<file path="config.mk">
export PLATFORM = sky130hd
export DESIGN_NAME = mcu_bus_interface
export DESIGN_NICKNAME = d
export VERILOG_FILES = /design/src/hdl/host_port_pkg.sv /design/src/hdl/mcu_bus_interface.sv /design/src/hdl/addr_hold.sv
export SDC_FILE = /design/constraint.sdc
export NUM_CORES = 1
export LEC_CHECK = 0
export BUFFER_PORTS_ARGS = -buffer_cell sky130_fd_sc_hd__buf_2
export CAP_MARGIN = 10
export CORE_AREA = 5 5 104 106
export DETAILED_ROUTE_END_ITERATION = 16
export DIE_AREA = 0 0 109 111
export PLACE_DENSITY = 0.89
export SETUP_SLACK_MARGIN = 0.2
export SKIP_LAST_GASP = 1
export SLEW_MARGIN = 20
export SYNTH_ARGS = -nofsm -noshare
export SYNTH_HDL_FRONTEND = slang
export SYNTH_SLANG_ARGS = --single-unit
</file>
<file path="constraint.sdc">
create_clock -name ref_clk -period 1.6 [get_ports ref_clk]
set_input_delay 0.16 -clock ref_clk [delete_from_list [all_inputs] [get_ports ref_clk]]
set_output_delay 0.16 -clock ref_clk [all_outputs]
set_load 0.05 [all_outputs]
</file>
<file path="src/hdl/host_port_pkg.sv">
// Shared types and constants for the parallel host port
package host_port_pkg;
   localparam int ADDR_W = 24;
   localparam int BYTE_W = 8;
   localparam int SHARED_ADDR_DATA_PORT_W = 16;
   localparam int NIB_W = 4;
   // Address field positions
   localparam int LO_LSB = 0;
   localparam int HI_LSB = 8;
   localparam int EXT_LSB = 16;
   localparam int BURST_LO_LSB = 4;
   localparam int BURST_HI_LSB = 12;
   localparam int BURST_TOP_LSB = 20;
   localparam int BURST_TOP_W = 4;
   localparam int A16_BIT = 16;
   // Reset values
   localparam logic [BYTE_W-1:0] BYTE_RST = 8'h00;
   localparam logic [ADDR_W-1:0] ADDR_RST = 24'h000000;

   typedef enum logic [2:0] {EXT_NONE, EXT_A, EXT_B, EXT_C, EXT_F} ext_src_t;

   // Bus style, fixed before operation
   typedef struct packed {
      logic mux;         // Multiplexed address/data bus
      logic rw_ds;       // Direction signal plus data strobe
      logic single_rd;   // Fetch strobe wired to ctrl_in_1
      logic page;        // Data shares the high address byte
      logic burst;       // Low nibble live on port A
      logic ds_high;     // Data strobe active high
      logic a16_pa0;     // A16 (A20 in burst mode) taken from port_a_bit0
      ext_src_t ext_src; // Source of address bits above 16 (A23-A20 only in burst mode)
      logic addr_out_e;  // Latched A7-A0 (A11-A4 in burst mode) on port E
      logic addr_out_f;  // Latched A7-A0 (A11-A4 in burst mode) on port F
      logic addr_out_g;  // Latched address on port G
      logic g_high;      // Port G carries A15-A8 (A19-A12 in burst mode)
   } cfg_t;

   // Access presented to internal memories and I/O
   typedef struct packed {
      logic [ADDR_W-1:0] addr;
      logic rd;
      logic wr;
      logic fetch;
      logic [BYTE_W-1:0] wdata;
   } host_req_t;

   localparam host_req_t REQ_RST = '{ADDR_RST, 1'b0, 1'b0, 1'b0, BYTE_RST};
endpackage : host_port_pkg

</file>
<file path="src/hdl/mcu_bus_interface.sv">
// Parallel host port: strobe decode, address latch and data lanes
`timescale 1ns/1ps
module mcu_bus_interface (
   input wire logic ref_clk,                                // 40 MHz clock
   input wire logic rst_b,                                  // Sync reset, active low
   input wire host_port_pkg::cfg_t cfg_strap,               // Bus style straps
   input wire logic ctrl_in_0,                              // Write strobe or direction
   input wire logic ctrl_in_1,                              // Read strobe or data strobe
   input wire logic ctrl_in_2,                              // Fetch strobe, active low
   input wire logic address_strobe,                         // Address latch, active high
   input wire logic [host_port_pkg::SHARED_ADDR_DATA_PORT_W-1:0] shared_addr_data_port_in,    // Shared port level
   output logic [host_port_pkg::SHARED_ADDR_DATA_PORT_W-1:0] shared_addr_data_port_out,       // Shared port drive value
   output logic [host_port_pkg::SHARED_ADDR_DATA_PORT_W-1:0] shared_addr_data_port_oe,        // Shared port enable
   input wire logic [host_port_pkg::BYTE_W-1:0] port_a_in,  // Port A level
   input wire logic [host_port_pkg::BYTE_W-1:0] port_b_in,  // Port B level
   input wire logic [host_port_pkg::BYTE_W-1:0] port_c_in,  // Port C level
   input wire logic [host_port_pkg::BYTE_W-1:0] port_f_in,  // Port F level
   output logic [host_port_pkg::BYTE_W-1:0] port_f_out,     // Port F drive value
   output logic port_f_oe,                                  // Port F enable
   output logic [host_port_pkg::BYTE_W-1:0] port_e_out,     // Port E address out
   output logic port_e_oe,                                  // Port E enable
   output logic [host_port_pkg::BYTE_W-1:0] port_g_out,     // Port G address out
   output logic port_g_oe,                                  // Port G enable
   input wire logic host_sel,                               // Internal resource hit
   input wire logic [host_port_pkg::BYTE_W-1:0] rd_data,    // Internal read data
   output host_port_pkg::host_req_t req,                    // Access to internals
   output logic array_in,                                   // Spare fetch pin to array
   output logic ext_rd_n,                                   // Decoded read strobe
   output logic ext_wr_n                                    // Decoded write strobe
);
   import host_port_pkg::*;

   cfg_t cfg_reg;
   cfg_t cfg_next;
   host_req_t req_reg;
   host_req_t req_next;
   logic [SHARED_ADDR_DATA_PORT_W-1:0] shared_addr_data_port_out_reg, shared_addr_data_port_out_next, shared_addr_data_port_oe_reg, shared_addr_data_port_oe_next;
   logic [BYTE_W-1:0] pf_out_reg, pf_out_next, pe_out_reg, pe_out_next;
   logic [BYTE_W-1:0] pg_out_reg, pg_out_next;
   logic pf_oe_reg, pf_oe_next, pe_oe_reg, pe_oe_next, pg_oe_reg, pg_oe_next;
   logic arr_reg, arr_next, xrd_reg, xrd_next, xwr_reg, xwr_next;
   logic rd_s, wr_s, fetch_s, ds_s, drive;
   logic latch_en;
   logic [BYTE_W-1:0] lo_q, hi_q, ext_q, ext_live;

   // Only strobe while the bus is multiplexed; a stray strobe pin is ignored otherwise
   assign latch_en = cfg_reg.mux & address_strobe;

   addr_hold #(.W(BYTE_W)) u_lo (
      .ref_clk(ref_clk),
      .rst_b(rst_b),
      .load(latch_en),
      .d(shared_addr_data_port_in[LO_LSB +: BYTE_W]),
      .q(lo_q)
   );

   addr_hold #(.W(BYTE_W)) u_hi (
      .ref_clk(ref_clk),
      .rst_b(rst_b),
      .load(latch_en),
      .d(shared_addr_data_port_in[HI_LSB +: BYTE_W]),
      .q(hi_q)
   );

   addr_hold #(.W(BYTE_W)) u_ext (
      .ref_clk(ref_clk),
      .rst_b(rst_b),
      .load(latch_en),
      .d(ext_live),
      .q(ext_q)
   );

   // Extra address byte source; port F carries data on a non-multiplexed bus
   always_comb
   begin
      ext_live = BYTE_RST;
      unique case (cfg_reg.ext_src)
         EXT_A: ext_live = port_a_in;
         EXT_B: ext_live = port_b_in;
         EXT_C: ext_live = port_c_in;
         EXT_F: ext_live = cfg_reg.mux ? port_f_in : BYTE_RST;
         default: ext_live = BYTE_RST;
      endcase
      if (cfg_reg.a16_pa0)
         ext_live[A16_BIT-EXT_LSB] = port_a_in[0];
   end

   // Strobe decode
   always_comb
   begin
      ds_s = cfg_reg.ds_high ? ctrl_in_1 : ~ctrl_in_1;
      if (cfg_reg.rw_ds)
      begin
         rd_s = ds_s & ctrl_in_0;
         wr_s = ds_s & ~ctrl_in_0;
         fetch_s = 1'b0;
      end
      else
      begin
         wr_s = ~ctrl_in_0;
         rd_s = ~ctrl_in_1;
         fetch_s = ~cfg_reg.single_rd & ~ctrl_in_2;
      end
      drive = host_sel & (rd_s | fetch_s);
   end

   // Address, data lanes and port outputs
   always_comb
   begin
      cfg_next = rst_b ? cfg_reg : cfg_strap;
      req_next = REQ_RST;
      req_next.rd = rd_s;
      req_next.wr = wr_s;
      req_next.fetch = fetch_s;
      shared_addr_data_port_out_next = '0;
      shared_addr_data_port_oe_next = '0;
      pf_out_next = BYTE_RST;
      pf_oe_next = 1'b0;
      if (!cfg_reg.mux)
      begin
         // Address fully live, no strobe involved
         req_next.addr = {ext_live, shared_addr_data_port_in};
         req_next.wdata = port_f_in;
         pf_out_next = rd_data;
         pf_oe_next = drive;
      end
      else if (cfg_reg.burst)
      begin
         req_next.addr[BURST_TOP_LSB +: BURST_TOP_W] = ext_q[BURST_TOP_W-1:0];
         req_next.addr[BURST_HI_LSB +: BYTE_W] = hi_q;
         req_next.addr[BURST_LO_LSB +: BYTE_W] = lo_q;
         req_next.addr[LO_LSB +: NIB_W] = port_a_in[NIB_W-1:0];
         req_next.wdata = shared_addr_data_port_in[LO_LSB +: BYTE_W];
         shared_addr_data_port_out_next[LO_LSB +: BYTE_W] = rd_data;
         shared_addr_data_port_oe_next[LO_LSB +: BYTE_W] = {BYTE_W{drive}};
      end
      else if (cfg_reg.page)
      begin
         // Low byte is live so a page hit needs no new strobe
         req_next.addr = {ext_q, hi_q, shared_addr_data_port_in[LO_LSB +: BYTE_W]};
         req_next.wdata = shared_addr_data_port_in[HI_LSB +: BYTE_W];
         shared_addr_data_port_out_next[HI_LSB +: BYTE_W] = rd_data;
         shared_addr_data_port_oe_next[HI_LSB +: BYTE_W] = {BYTE_W{drive}};
      end
      else
      begin
         req_next.addr = {ext_q, hi_q, lo_q};
         req_next.wdata = shared_addr_data_port_in[LO_LSB +: BYTE_W];
         shared_addr_data_port_out_next[LO_LSB +: BYTE_W] = rd_data;
         shared_addr_data_port_oe_next[LO_LSB +: BYTE_W] = {BYTE_W{drive}};
      end
      if (cfg_reg.mux)
      begin
         pf_out_next = lo_q;
         pf_oe_next = cfg_reg.addr_out_f;
      end
      pe_out_next = lo_q;
      pe_oe_next = cfg_reg.mux & cfg_reg.addr_out_e;
      pg_out_next = cfg_reg.g_high ? hi_q : lo_q;
      pg_oe_next = cfg_reg.mux & cfg_reg.addr_out_g;
      // Fetch pin is free whenever no configuration uses it
      arr_next = (cfg_reg.rw_ds | cfg_reg.single_rd) & ctrl_in_2;
      xrd_next = ~(cfg_reg.rw_ds & rd_s);
      xwr_next = ~(cfg_reg.rw_ds & wr_s);
   end

   always_ff @(posedge ref_clk)
   begin
      cfg_reg <= cfg_next;
      if (!rst_b)
      begin
         req_reg <= REQ_RST;
         shared_addr_data_port_out_reg <= '0;
         shared_addr_data_port_oe_reg <= '0;
         pf_out_reg <= BYTE_RST;
         pf_oe_reg <= 1'b0;
         pe_out_reg <= BYTE_RST;
         pe_oe_reg <= 1'b0;
         pg_out_reg <= BYTE_RST;
         pg_oe_reg <= 1'b0;
         arr_reg <= 1'b0;
         xrd_reg <= 1'b1;
         xwr_reg <= 1'b1;
      end
      else
      begin
         req_reg <= req_next;
         shared_addr_data_port_out_reg <= shared_addr_data_port_out_next;
         shared_addr_data_port_oe_reg <= shared_addr_data_port_oe_next;
         pf_out_reg <= pf_out_next;
         pf_oe_reg <= pf_oe_next;
         pe_out_reg <= pe_out_next;
         pe_oe_reg <= pe_oe_next;
         pg_out_reg <= pg_out_next;
         pg_oe_reg <= pg_oe_next;
         arr_reg <= arr_next;
         xrd_reg <= xrd_next;
         xwr_reg <= xwr_next;
      end
   end

   assign req = req_reg;
   assign shared_addr_data_port_out = shared_addr_data_port_out_reg;
   assign shared_addr_data_port_oe = shared_addr_data_port_oe_reg;
   assign port_f_out = pf_out_reg;
   assign port_f_oe = pf_oe_reg;
   assign port_e_out = pe_out_reg;
   assign port_e_oe = pe_oe_reg;
   assign port_g_out = pg_out_reg;
   assign port_g_oe = pg_oe_reg;
   assign array_in = arr_reg;
   assign ext_rd_n = xrd_reg;
   assign ext_wr_n = xwr_reg;
endmodule : mcu_bus_interface

</file>
<file path="src/hdl/addr_hold.sv">
// Loadable hold register for one latched address field
`timescale 1ns/1ps
module addr_hold #(
   parameter int W = 8
) (
   input wire logic ref_clk,        // System clock
   input wire logic rst_b,          // Synchronous reset, active low
   input wire logic load,           // Follow d while high
   input wire logic [W-1:0] d,      // Value to capture
   output logic [W-1:0] q           // Held value
);
   logic [W-1:0] q_reg;
   logic [W-1:0] q_next;

   always_comb
   begin
      q_next = load ? d : q_reg;
   end

   always_ff @(posedge ref_clk)
   begin
      if (!rst_b)
         q_reg <= '0;
      else
         q_reg <= q_next;
   end

   assign q = q_reg;
endmodule : addr_hold

</file>
==> flow_summary.yaml <==
logic_synthesis:
  yosys_warnings: 0
  synth_top_cell_by_area: "dfxtp_1"
  synth-main-ff-cell: "dfxtp_1"
  yosys.area.top_type_share_pct: 45.7
  yosys-top-cells-area: "dfxtp_1 46%, edfxtp_1 9.0%, mux2i_1 7.3%, a21oi_1 5.1%, nor2_1 4.0%"
  syn_inst: 473
  ys_ff_latch: 121
  synth.distinct_cells: 37
  synth_seq_area_share_pct: 54.7
  avgSynthCellArea_sq_um: 9.91
  synth_edf_count: 14
  syn-num-nets: 550
  syn_area_sq_mm: 0.00469
  synth-async-reset-ratio_pct: 0
detailed_routing:
  antenna_left: 0
  drc: 0
  drt_iter0_markers: 305
  wl_per_cell_um: 17.5
  vias: 4384
  viasPerCell: 5.18
  routed_wirelength_um: 14800
  first_pass_iters: 5
floorplanning:
  die_w_um: 109
  num_io_pins: 174
  dieArea_sq_mm: 0.0121
  start_util_pct: 48.4
  num_rows: 36
  dieHeight_um: 111
  core_area_sq_mm: 0.00968
run:
  maxCapViolCount: 0
final_layout:
  most-common-layout-cells: "157 x buf_2, 106 x dfxtp_1, 51 x dlygate4sd3_1"
  syn_to_final_growth_pct: 48.5
  largest_reg_flops: 35
  finalNetCount: 777
  final_common_cell: "buf_2"
  layout-drive-gt1-share_pct: 37.3
  final_util_pct: 71.9
  diodes: 0
  num-fill-cells: 702
  fin_cells: 846
grt:
  grt_pass1_wl_um: 22100
  grt_max_degree: 44
  antenna_found_initial: 0
  grt_pass1_vias: 4374
  grt.overflow.total: 0
  track_usage_pct: 23.6
sta:
  worstMarginPinSlew_ns: 0.442
  rsz0062_at_grt: "true"
  max_freq_mhz: 707
  drv_slew: 0
  worst_hold_slack_ns: 0.0458
  skew_ns: 0.00532
  fin_crit_ns: 1.41
  fin_crit_sh_pct: 88.4
  slew_headroom_pct: 70.6
  setup_viol: 0
  finalHoldViolations: 0
clock_tree:
  path_clk_slew_ns: 0.05
  clock_latency_ns: 0.51
  ctsLongestPathBuffers: 2
  cts_buffers: 17
  cts_tree: "done"
  root_buffer: "clkbuf_8"
  htree_levels: 4
  clock_sinks: 121
critical_path:
  reg2reg_to: "req[34]$_SDFF_PN0_"
  cp-end-kind: "flip-flop"
  start_kind: "flip-flop"
  critPathMaxFanout: 16
  critPathLaunch: "cfg_reg[9]$_DFFE_PN_"
  worstRegToRegCells: 5
  worstSetupPathType: "flip-flop to flip-flop"
  rrSetupSlack_ns: 0.19
  crit_arrival_ns: 1.81
  r2r-start: "cfg_reg[9]$_DFFE_PN_"
  required_ns: 1.99
min_path:
  hold_start: "port_b_in[4]"
  min_to: "req[31]$_SDFF_PN0_"
  min-delay-path-class: "input port to flip-flop"
  min_delay_path_depth: 4
power_and_ir_drop:
  leakage_nw: 3.29
  powerDensity_mw_per_mm2: 1240
  peakVddDrop_uv: 889
place:
  place_congestion: 0.892
  detailed_place_hpwl_um: 9840
  portBuffers: 173
  post-place-cells: 749
run_status:
  outcome: "completed"
[worst max-delay path by stage]
stage                     depth (start not counted)                                     end
after floorplan                                   5                      req[27]$_SDFF_PN0_
after global placement                            4  shared_addr_data_port_oe[6]$_SDFF_PN0_
after detailed placement                          4                      req[16]$_SDFF_PN0_
after CTS                                         1             shared_addr_data_port_oe[4]
after global routing                              5                 u_ext.q[6]$_SDFFE_PN0P_
final                                             5                      req[34]$_SDFF_PN0_
[worst max-delay path: stages (launching register included)]
cell and delay, ns:
edfxtp_1 0.37, buf_4 0.13, buf_12 0.16, mux2_2 0.35
o21ai_0 0.20, a21oi_1 0.07
[stage by stage]
step	cell area, sq um	setup TNS [ns]	total power, mW	setup WS, ns
after floorplan	4690	0	4.41	0.251
after global placement	5610	-0.602	4.81	-0.0604
after detailed placement	5610	-2.69	4.83	-0.192
after CTS	6790	0	8.61	0.152
after global routing	6960	0	8.98	0.106
final	6960	0	8.66	0.186
[Yosys cell counts, types with 3 or more instances]
cell        n
a211oi_1   17
clkbuf_1   13
dfxtp_1   107
mux2i_1    34
buf_4      18
nand2_1    37
a21oi_1    48
nand2b_1   10
buf_1       3
and2_1     25
nor3_1      3
a21o_1      8
buf_2      13
mux2_2     14
inv_1       3
o31ai_1     8
nor2_1     50
o21ai_0    26
edfxtp_1   14
[layer usage]
layer | routed length [um] | track usage [%] | part of all wire [%]
met2 | 7530 | 40.2 | 51
met3 | 1260 | 5.71 | 8.5
met4 | 286 | 8.42 | 1.9
met5 | 0 | 0 | 0
met1 | 5730 | 28.7 | 39
[layout make-up]
type	count	area (sq um)	area share (%)
clock inverter	9	121	1.74
multi-input combinational	299	1890	27.2
timing repair buffer	257	1750	25.2
sequential	121	2560	36.8
inverter	4	15.0	0.216
tap	133	166	2.39
clock buffer	23	447	6.42
[report_power, final]
group	internal, mW	switching [mW]	total, mW
Sequential	3.28	0.120	3.40
Clock	2.40	1.27	3.66
Combinational	0.578	1.02	1.60
Total	6.26	2.41	8.66
[logic make-up (layout without fill, tap and decap cells)]
family / count (synthesis) / in the layout / synth area share (%)
AO/OA/AOI/OAI: 114 / 114 / 14.8
multiplexers: 48 / 48 / 10.6
XOR/XNOR: 1 / 1 / 0.187
AND/OR/NAND/NOR: 136 / 136 / 13.6
buffers and inverters: 53 / 293 / 6.22
flip-flops: 121 / 121 / 54.7
[timing repair]
action	4_1_cts	5_1_grt
endpoints found under the hold margin	88	0
endpoints found under the setup margin	67	40
hold buffers	51	0
gates resized for setup	22	30
cloned	0	1
pin swaps	0	11
setup buffers	4	9
Power figures use the tool's default switching activity.
